## config.mk

```make
export PLATFORM = sky130hd
export DESIGN_NAME = dsc_slot_cap
export DESIGN_NICKNAME = d
export VERILOG_FILES = /design/src/verilog/dsc_pkg.sv /design/src/verilog/dsc_budget_lock.sv /design/src/verilog/dsc_slot_cap.sv
export VERILOG_INCLUDE_DIRS = /design/src /design/src/verilog
export SDC_FILE = /design/constraint.sdc
export NUM_CORES = 1
export LEC_CHECK = 0
export BUFFER_PORTS_ARGS = -buffer_cell sky130_fd_sc_hd__buf_4
export CAP_MARGIN = 30
export CORE_ASPECT_RATIO = 0.75
export CORE_MARGIN = 8
export CORE_UTILIZATION = 35
export CTS_CLUSTER_DIAMETER = 60
export DETAILED_ROUTE_END_ITERATION = 7
export GPL_ROUTABILITY_DRIVEN = 0
export PLACE_DENSITY = 0.75
export SLEW_MARGIN = 5
export SYNTH_ARGS = -nofsm -noshare
export SYNTH_HDL_FRONTEND = slang
export SYNTH_SLANG_ARGS = --single-unit
```

## constraint.sdc

```tcl
create_clock -name mclk -period 1.4 [get_ports mclk]
set_clock_uncertainty 0.2 [all_clocks]
set_input_delay 0 -clock mclk [delete_from_list [all_inputs] [get_ports mclk]]
set_output_delay 0 -clock mclk [all_outputs]
set_load 0.1 [all_outputs]
```

## src/verilog/dsc_cfg.svh

```systemverilog
`ifndef DSC_CFG_SVH
`define DSC_CFG_SVH
// Configuration offset of the slot capability word
`define DSC_SLOT_CAP_OFFSET   12'ha4
// Reset image of the slot capability word
`define DSC_SLOT_CAP_RESET    32'h0000_0060
// Field positions
`define DSC_SLOT_NUM_HI       31
`define DSC_SLOT_NUM_LO       19
`define DSC_INTERLOCK_BIT     18
`define DSC_NO_CMD_DONE_BIT   17
`define DSC_SCALE_HI          16
`define DSC_SCALE_LO          15
`define DSC_VALUE_HI          14
`define DSC_VALUE_LO          7
`define DSC_HOT_SWAP_BIT      6
`define DSC_UNANNOUNCED_BIT   5
`define DSC_POWER_LAMP_BIT    4
`define DSC_ATTN_LAMP_BIT     3
// General control source bit positions
`define DSC_GC_HOT_SWAP_BIT   14
`define DSC_GC_UNANNOUNCED_BIT 13
`define DSC_GC_POWER_LAMP_BIT 12
`define DSC_GC_ATTN_LAMP_BIT  11
// Reset values of the power budget fields
`define DSC_SCALE_RESET       2'h0
`define DSC_VALUE_RESET       8'h00
`endif

```

## src/verilog/dsc_pkg.sv

```systemverilog
`default_nettype none
package dsc_pkg;
   // Power budget scale codes
   typedef enum logic [1:0] {
      DSC_SCALE_1      = 2'b00,
      DSC_SCALE_0P1    = 2'b01,
      DSC_SCALE_0P01   = 2'b10,
      DSC_SCALE_0P001  = 2'b11
   } dsc_scale_t;
   // Power budget carried to the message generator
   typedef struct packed {
      dsc_scale_t  scale;
      logic [7:0]  value;
   } dsc_budget_t;
   // Configuration write request
   typedef struct packed {
      logic        en;
      logic [11:0] addr;
      logic [3:0]  be;
      logic [31:0] data;
   } dsc_cfg_wr_t;
endpackage : dsc_pkg
`default_nettype wire

```

## src/verilog/dsc_budget_lock.sv

```systemverilog
`timescale 1ns/1ps
`default_nettype none
`include "dsc_cfg.svh"
// Write-once latch for the power budget fields.
module dsc_budget_lock (
   input  wire logic               mclk,
   input  wire logic               sys_rst,
   input  wire logic               wrHit,
   input  wire logic               eeLoad,
   input  wire dsc_pkg::dsc_budget_t wrBudget,
   input  wire dsc_pkg::dsc_budget_t eeBudget,
   output logic                    sendPulse,
   output dsc_pkg::dsc_budget_t    budget
);
   logic usedReg;     // Software already wrote once since reset
   logic acceptWr;    // This write is the first one

   assign acceptWr = wrHit && !usedReg;

   ////////////////////////////////////////////////////////////////
   // Field storage; reset clears, EEPROM preload then software once
   always_ff @(posedge mclk) begin
      if (sys_rst) begin
         budget    <= '{scale: dsc_pkg::dsc_scale_t'(`DSC_SCALE_RESET), value: `DSC_VALUE_RESET};
         usedReg   <= 1'b0;
         sendPulse <= 1'b0;
      end else begin
         sendPulse <= acceptWr;
         if (acceptWr) begin
            budget  <= wrBudget;
            usedReg <= 1'b1;
         end else if (eeLoad) begin
            // Preload does not spend the software write
            budget  <= eeBudget;
         end
      end
   end
endmodule : dsc_budget_lock
`default_nettype wire

```

## src/verilog/dsc_slot_cap.sv

```systemverilog
// Overview of operation
// Slot number field mirrors slot info register
// Interlock bit mirrors general control setting
// No-command-done bit always reads zero
// Two-bit power scale stored, four multipliers
// Power fields writable once per reset
// Field write sends power limit message
// Reset clears fields, EEPROM then loads
// Eight-bit power value stored
// Hot-swap bit from straps, then control
// Unannounced removal mirrors control bit 13
// Power lamp bit mirrors control bit 12
// Attention lamp mirrors control bit 11
// Register sits at offset a4
// Reset value reads 0000_0060
// Writes to mirrored fields are ignored
`timescale 1ns/1ps
`default_nettype none
`include "dsc_cfg.svh"
module dsc_slot_cap #(
   parameter int SLOT_NUM_W = 13     // Slot number width
) (
   input  wire logic                  mclk,
   input  wire logic                  sys_rst,
   input  wire dsc_pkg::dsc_cfg_wr_t  cfgWr,
   input  wire logic [11:0]           cfgRdAddr,
   input  wire logic [SLOT_NUM_W-1:0] slotInfoNum,
   input  wire logic [15:0]           genCtl,
   input  wire logic                  genCtlWr,
   input  wire logic                  interlockFittedCtl,
   input  wire logic [2:0]            downstreamStrapInputs,
   input  wire logic                  eeLoad,
   input  wire dsc_pkg::dsc_budget_t  eeBudget,
   output logic [31:0]                cfgRdData,
   output logic                       setSlotPowerLimitReq,
   output dsc_pkg::dsc_budget_t       powerLimitMsg
);
   ////////////////////////////////////////////////////////////////
   // Decode
   wire       capHit = cfgRdAddr == `DSC_SLOT_CAP_OFFSET;
   wire       wrHit  = cfgWr.en && cfgWr.addr == `DSC_SLOT_CAP_OFFSET
                       && (cfgWr.be[1] || cfgWr.be[2]);
   // Budget fields span bits 16 to 7, across byte lanes 0, 1 and 2
   wire dsc_pkg::dsc_budget_t wrBudget = cfgWr.data[`DSC_SCALE_HI:`DSC_VALUE_LO];

   logic                  hotSwapReg;        // Hot-swap capable mirror
   logic                  unannouncedReg;    // Surprise removal mirror
   logic                  powerLampReg;      // Power indicator mirror
   logic                  attnLampReg;       // Attention indicator mirror
   logic                  strapTakenReg;     // Straps sampled after reset
   logic                  sendPulse;         // First budget write seen
   dsc_pkg::dsc_budget_t  budget;            // Live power budget
   logic [31:0]           capWord;           // Assembled register image
   logic                  msgSentReg;        // A message already left since reset
   // Reset image as a named constant so single bits can be picked from it;
   // lamps and removal bits then follow the image without separate numbers
   // Mirrors sit in flops, so a control write shows on the next read only
   localparam logic [31:0] CAP_RESET = `DSC_SLOT_CAP_RESET;

   ////////////////////////////////////////////////////////////////
   // Mirror bits; reset gives 0060, straps then control register
   // Strap taken one cycle after release, never under reset itself
   always_ff @(posedge mclk) begin
      if (sys_rst) begin
         // Single bits of the reset image; lamps read zero after reset
         hotSwapReg     <= CAP_RESET[`DSC_HOT_SWAP_BIT];
         unannouncedReg <= CAP_RESET[`DSC_UNANNOUNCED_BIT];
         powerLampReg   <= CAP_RESET[`DSC_POWER_LAMP_BIT];
         attnLampReg    <= CAP_RESET[`DSC_ATTN_LAMP_BIT];
         strapTakenReg  <= 1'b0;
      end else if (genCtlWr) begin
         // Only the control register and, for hot-swap, the straps move these; cfg writes cannot
         hotSwapReg     <= genCtl[`DSC_GC_HOT_SWAP_BIT];
         unannouncedReg <= genCtl[`DSC_GC_UNANNOUNCED_BIT];
         powerLampReg   <= genCtl[`DSC_GC_POWER_LAMP_BIT];
         attnLampReg    <= genCtl[`DSC_GC_ATTN_LAMP_BIT];
         strapTakenReg  <= 1'b1;
      end else if (!strapTakenReg) begin
         hotSwapReg     <= |downstreamStrapInputs;
         strapTakenReg  <= 1'b1;
      end
   end

   dsc_budget_lock u_lock (
      .mclk      (mclk),
      .sys_rst   (sys_rst),
      .wrHit     (wrHit),
      .eeLoad    (eeLoad),
      .wrBudget  (wrBudget),
      .eeBudget  (eeBudget),
      .sendPulse (sendPulse),
      .budget    (budget)
   );

   ////////////////////////////////////////////////////////////////
   // Register image
   // Configuration writes reach this image only through the lock,
   // so mirrored fields cannot be changed from the bus side
   always_comb begin
      capWord = 32'h0000_0000;
      capWord[`DSC_SLOT_NUM_HI:`DSC_SLOT_NUM_LO] = slotInfoNum;
      capWord[`DSC_INTERLOCK_BIT]   = interlockFittedCtl;
      capWord[`DSC_NO_CMD_DONE_BIT] = 1'b0;
      capWord[`DSC_SCALE_HI:`DSC_VALUE_LO] = budget;
      capWord[`DSC_HOT_SWAP_BIT]    = hotSwapReg;
      capWord[`DSC_UNANNOUNCED_BIT] = unannouncedReg;
      capWord[`DSC_POWER_LAMP_BIT]  = powerLampReg;
      capWord[`DSC_ATTN_LAMP_BIT]   = attnLampReg;
   end

   // Read selection; any other offset reads as zero, so a stray probe
   // of a neighbouring register cannot alias this word
   wire [31:0] rdNext = capHit ? capWord : 32'h0000_0000;

   ////////////////////////////////////////////////////////////////
   // Registered outputs; unmapped reads return zero
   always_ff @(posedge mclk) begin
      if (sys_rst) begin
         cfgRdData            <= 32'h0000_0000;
         setSlotPowerLimitReq <= 1'b0;
         powerLimitMsg        <= '0;
      end else begin
         cfgRdData            <= rdNext;
         setSlotPowerLimitReq <= sendPulse;
         powerLimitMsg        <= budget;
      end
   end

   ////////////////////////////////////////////////////////////////
   // Checker helper: one message per reset is all that write-once allows
   always_ff @(posedge mclk) begin
      if (sys_rst) begin
         msgSentReg <= 1'b0;
      end else if (setSlotPowerLimitReq) begin
         msgSentReg <= 1'b1;
      end
   end
endmodule : dsc_slot_cap
`default_nettype wire
```

==> impl_metrics.ini, run 1 <==
[flow_run]
number_of_max_capacitance_violations_reported = 0

[pwr]
ir_worst_vdd_uv = 415
design_power_total_mw = 3.21
static-leakage-power_nw = 1.60
power_density_normalized_to_cell_area_mw_per_mm2 = 928

[min_path]
hold_path_cells = 4
min-delay-start = eeLoad
min_path_type = in -> reg

[die]
fp.dieH_um = 80.3
ios = 151
core-area_sq_mm = 0.00532
fp-row-count = 23
floorplan.initialDensity_pct = 36.2
die_width_um = 102
die_footprint_sq_mm = 0.00817

[outcome]
status = complete, but fails checks
failed_checks = setup timing

[synth]
synth-seq-area-share_pct = 58.1
synth_cell_types = 24
synth_seq_cells = 56
number_of_flops_mapped_to_enable_cells_by_yosys = 0
synthCells = 174
synth_largest_type_area_fraction_pct = 58.1
synthesis.area_sq_mm = 0.00193
synthesis.yosys.warnings = 0
postSynth.topFlopCell = sky130_fd_sc_hd__dfxtp_1
async_reset_ff_share_pct = 0
synth_area_per_cell_sq_um = 11.1
synth_top_area_cell = sky130_fd_sc_hd__dfxtp_1
netlist_top_cells_area = sky130_fd_sc_hd__dfxtp_1, sky130_fd_sc_hd__and2_1, sky130_fd_sc_hd__mux2i_1, sky130_fd_sc_hd__mux2_2, sky130_fd_sc_hd__nand2_1

[setup_path]
worstSetupPathType = reg -> reg
worst-r2r-setup-slack_ns = -0.03
cp_max_fo = 6
r2r_cells = 4
critical_path.endpoint = u_lock.budget[6]$_SDFFE_PP0P_
critPathLaunch = u_lock.usedReg$_SDFFE_PP0P_
crit-reg2reg-capture = u_lock.budget[6]$_SDFFE_PP0P_
worstReg2RegStart = u_lock.usedReg$_SDFFE_PP0P_
endpoint_kind = flop
startpoint_type = flop
cp.arrival_ns = 1.46
worst-endpoint-required_ns = 1.44

[place]
hpwl_um = 4040
buffer_ports.inserted = 110
post-place-cells = 354

[final_layout]
layout.cells.most_common_list = sky130_fd_sc_hd__buf_4, sky130_fd_sc_hd__dfxtp_1, sky130_fd_sc_hd__dlygate4sd3_1, sky130_fd_sc_hd__and2_1, sky130_fd_sc_hd__nand2_1
synthToLayoutAreaGrowth_pct = 79.2
fillers = 405
layout-drive-gt1-share_pct = 41.6
final_common_cell = sky130_fd_sc_hd__buf_4
num-nets-final = 441
num_antenna_cells = 0
layout.cells.non_filler = 409

[drt]
drt_total_wl_um = 5830
drt_pre_antenna_iters = 4
viasPerCell = 4.25
post_route_antenna_net_violation_count = 0
first_iter_violations = 22
routed-via-count = 1739
drt_drc_violations_left = 0
route.detailed.wl_per_inst_um = 14.3

[sta]
fin_crit_sh_pct = 102
fmax_mhz = 701
layout_min_cycle_time_ns = 1.43
postLayoutSetupSlackWorst_ns = -0.0261
finalSetupViolCount = 9
grt_setup_unrepaired = yes
final_hold_viol_count = 0
fin_hold_ws_ns = 0.0389
timing_max_transition_violations_final = 0

[cts]
cts_setup_buffers = 0
cts.clk_slew.worst_paths_ns = 0.09
cts_root_buf = sky130_fd_sc_hd__clkbuf_8
clock_sink_count = 56
cts_inserted_buffers = 5
cts_tree = built
insertion_delay_ns = 0.30
h_tree_level_count = 2
cts.path.max_buffers = 2

[grt]
grt_first_pass_wirelength_um = 9100
grt.overflow.total = 0
globalRouteTotalUtil_pct = 14.2
antenna_found_initial = 0
grt_pass1_vias = 1892
grt_start_max_net_pins = 29
-- where the power goes --
part           total [mW]  leakage [nW]  switching [mW]  internal [mW]
Clock                1.04        0.0583           0.504          0.539
Combinational       0.522          1.09           0.240          0.283
Sequential           1.65         0.456          0.0164           1.63
Total                3.21          1.60           0.760           2.45
-- worst min-delay path by stage --
stage | slack [ns] | endpoint
after global placement | 0.002 | cfgRdData[22]$_SDFF_PP0_
after global routing | 0.06 | u_lock.budget[3]$_SDFFE_PP0P_
after floorplan | -0.13 | setSlotPowerLimitReq$_SDFF_PP0_
final | 0.04 | u_lock.budget[8]$_SDFFE_PP0P_
after CTS | 0.03 | u_lock.budget[1]$_SDFFE_PP0P_
after detailed placement | 0.005 | cfgRdData[23]$_SDFF_PP0_
-- critical path, cell delays in order (launching register included) --
cell and delay [ns]:
sky130_fd_sc_hd__dfxtp_2 0.35, sky130_fd_sc_hd__nor4b_4 0.21, sky130_fd_sc_hd__and4_4 0.29, sky130_fd_sc_hd__clkbuf_16 0.16, sky130_fd_sc_hd__mux2i_1 0.17
-- registers in the layout, summed over array words and instances (netlist names) --
register,cells
u_lock.usedReg,1
powerLimitMsg,10
cfgRdData,28
attnLampReg,1
hotSwapReg,1
u_lock.sendPulse,1
unannouncedReg,1
strapTakenReg,1
setSlotPowerLimitReq,1
powerLampReg,1
u_lock.budget,10
-- per-stage QoR --
| stage | cell area (sq um) | setup slack [ns] | util [%] | setup TNS, ns |
|---|---|---|---|---|
| detailed placement | 2840 | -0.102 | 53.3 | -0.827 |
| global placement | 2840 | 0.0305 | 53.3 | 0 |
| global route | 3460 | -0.0837 | 65.0 | -0.725 |
| floorplan | 1940 | 0.00532 | - | 0 |
| CTS | 3430 | -0.0583 | 64.5 | -0.408 |
| finish | 3460 | -0.0261 | 65.0 | -0.161 |
-- metal layers --
metal	routed length [um]	part of all wire (%)	up-vias	track usage [%]
met5	0	0	-	0
met4	26	0.45	0	3.11
met3	539	9.2	5	5.61
met2	2870	49	79	25.3
met1	2400	41	783	15.4
li1	-	-	872	-
-- timing repair --
item / in CTS / in global routing
endpoints found under the setup margin: 12 / 13
hold buffers: 47 / 1
endpoints found under the hold margin: 50 / 2
pin swaps: 1 / 0
gates resized for setup: 2 / 3
cloned: 0 / 1
-- layout make-up --
type                            instances  area [sq um]  share of cell area, %
Sequential cell                        56          1120                   32.5
Tap cell                               75          93.8                   2.71
Clock inverter                          3          47.5                   1.37
Clock buffer                            5          68.8                   1.99
Inverter                                1          3.75                  0.109
Timing Repair Buffer                  162          1370                   39.7
Multi-Input combinational cell        107           748                   21.6
-- cell families after synthesis --
logic type             synth area share (%)
AOI/OAI and AO/OA                      1.17
buffers and inverters                  4.60
DFF                                    58.1
muxes                                  12.6
other                                 0.194
and+or+nand+nor                        23.3
-- cell usage after synthesis (3+ instances only) --
cell type,n
sky130_fd_sc_hd__dfxtp_1,56
sky130_fd_sc_hd__and2_1,29
sky130_fd_sc_hd__nand2_1,22
sky130_fd_sc_hd__mux2i_1,13
sky130_fd_sc_hd__mux2_2,10
sky130_fd_sc_hd__nor2b_1,8
sky130_fd_sc_hd__buf_4,5
sky130_fd_sc_hd__clkbuf_1,4
sky130_fd_sc_hd__nor2_1,4
sky130_fd_sc_hd__and2b_1,3
sky130_fd_sc_hd__nor3_1,3
No activity file was read; power rests on OpenSTA's default activity.
==> run 2, diff against run 1 <==
- CORE_ASPECT_RATIO: 0.75 -> default
==> run 2 against run 1 <==
The run still ends with setup timing left. Maximum frequency barely moved. Largest cell class unchanged. Hold slack better by 0.0053 ns. Flip-flop and latch count stayed put. Power shrank 4.6%. Final cell count up 0.73%. Count of clock-buffer cells in the layout increased by 2.
==> impl_metrics.ini, run 2 (synthesis gave the netlist of run 1 again) <==
[drt]
drt_drc_violations_left = 0
viasPerCell = 4.16
routed-via-count = 1713
post_route_antenna_net_violation_count = 0
route.detailed.wl_per_inst_um = 14.3
drt_pre_antenna_iters = 4
first_iter_violations = 33
drt_total_wl_um = 5910

[die]
die_width_um = 90.2
die_footprint_sq_mm = 0.00814
floorplan.initialDensity_pct = 35.7
core-area_sq_mm = 0.00541
fp.dieH_um = 90.2
ios = 151
fp-row-count = 27

[sta]
postLayoutSetupSlackWorst_ns = -0.0257
fmax_mhz = 701
fin_crit_sh_pct = 102
layout_min_cycle_time_ns = 1.43
grt_setup_unrepaired = yes
timing_max_transition_violations_final = 0
finalSetupViolCount = 1
final_hold_viol_count = 0

[pwr]
power_density_normalized_to_cell_area_mw_per_mm2 = 886
static-leakage-power_nw = 1.60
ir_worst_vdd_uv = 499
design_power_total_mw = 3.06

[outcome]
failed_checks = setup timing
status = complete, but fails checks

[setup_path]
worst-endpoint-required_ns = 1.42
cp_max_fo = 6
startpoint_type = flop
crit_buf_inv = 1
slowest_delay_ns = 0.35
cp.arrival_ns = 1.45
endpoint_kind = flop
path_delay_family = simple AND/OR/NAND/NOR gates
timing.critical_path.cells = nor4b_4 > and4_4 > buf_6 > mux2i_1
crit_slowest_cell = sky130_fd_sc_hd__dfxtp_2
worstSetupPathType = reg -> reg

[cts]
cts.clk_slew.worst_paths_ns = 0.09
cts_setup_buffers = 0
insertion_delay_ns = 0.30
cts_inserted_buffers = 5
cts_tree = built
clock_sink_count = 56
cts_root_buf = sky130_fd_sc_hd__clkbuf_8
h_tree_level_count = 2
cts.path.max_buffers = 2

[final_layout]
num-nets-final = 447
registers.top_by_ff_count = cfgRdData
fillers = 433
final_common_cell = sky130_fd_sc_hd__buf_4
biggestRegsByFlops = cfgRdData: 28 flops, powerLimitMsg: 10 flops, u_lock.budget: 10 flops
layout.cells.most_common_list = sky130_fd_sc_hd__buf_4, sky130_fd_sc_hd__dfxtp_1, sky130_fd_sc_hd__dlygate4sd3_1, sky130_fd_sc_hd__and2_1, sky130_fd_sc_hd__nand2_1
layout-drive-gt1-share_pct = 40.9
num_antenna_cells = 0
largest_register_ff_count = 28
final_area_sq_mm = 0.00345
synthToLayoutAreaGrowth_pct = 79.1

[grt]
antenna_found_initial = 0
grt_start_max_net_pins = 17
grt.overflow.total = 0
globalRouteTotalUtil_pct = 14.5
grt_pass1_vias = 1915
grt_first_pass_wirelength_um = 9540

[place]
hpwl_um = 4010
post_dp_cell_area_sq_mm = 0.00282
buffer_ports.inserted = 110

[flow_run]
number_of_max_capacitance_violations_reported = 0

[min_path]
min_path_type = in -> reg
run 2: what timing repair did:
item	4_1_cts	5_1_grt
setup endpoints to repair	10	11
pin swaps	1	1
resized for setup	4	2
hold endpoints to repair	37	0
hold buffers	51	0
run 2: tightest hold or removal path, stage by stage:
cell                      delay (ns)
sky130_fd_sc_hd__buf_4          0.18
sky130_fd_sc_hd__mux2_2         0.17
sky130_fd_sc_hd__nand2_1        0.04
sky130_fd_sc_hd__mux2i_1        0.10
run 2: power breakdown:
| part | total [mW] | switching [mW] | internal, mW |
|---|---|---|---|
| clock | 0.882 | 0.479 | 0.403 |
| sequential | 1.64 | 0.0163 | 1.63 |
| combinational | 0.535 | 0.243 | 0.292 |
run 2: per-layer routing:
layer	GRT usage, %	routed length, um	vias up
li1	-	-	881
met1	14.9	2330	751
met2	26.8	3140	73
met3	4.41	345	8
met4	5.27	86	0
met5	0	0	-
run 2: metrics by stage:
step / setup TNS (ns) / instances / util [%] / setup slack [ns] / hold slack [ns]
2_1_floorplan: 0 / 177 / - / 0.00532 / -0.128
3_3_place_gp: 0 / 353 / 52.2 / 0.0230 / 0.00175
3_5_place_dp: -0.0617 / 353 / 52.2 / -0.0252 / 0.00457
4_1_cts: -0.0572 / 412 / 63.7 / -0.0320 / 0.0476
5_1_grt: -0.595 / 412 / 63.9 / -0.0920 / 0.0508
6_report: -0.0257 / 412 / 63.9 / -0.0257 / 0.0443
run 2: worst paths after layout:
check / start / to / slack [ns] / cells after the start
setup reg to reg: u_lock.usedReg$_SDFFE_PP0P_ / u_lock.budget[8]$_SDFFE_PP0P_ / -0.03 / 4
setup / recovery: u_lock.usedReg$_SDFFE_PP0P_ / u_lock.budget[8]$_SDFFE_PP0P_ / -0.03 / 4
hold reg to reg: u_lock.sendPulse$_SDFF_PP0_ / setSlotPowerLimitReq$_SDFF_PP0_ / 0.25 / 1
hold / removal: eeLoad / u_lock.budget[9]$_SDFFE_PP0P_ / 0.04 / 4
run 2: area by class of cell:
| class | count | area [sq um] | share of cell area, % |
|---|---|---|---|
| flip-flops and latches | 56 | 1120 | 32.5 |
| inverters | 1 | 3.75 | 0.109 |
| clock buffers | 7 | 86.3 | 2.50 |
| multi-input cells | 107 | 748 | 21.7 |
| repair buffers | 168 | 1400 | 40.4 |
| clock inverters | 1 | 7.51 | 0.217 |
| well taps | 72 | 90.1 | 2.61 |
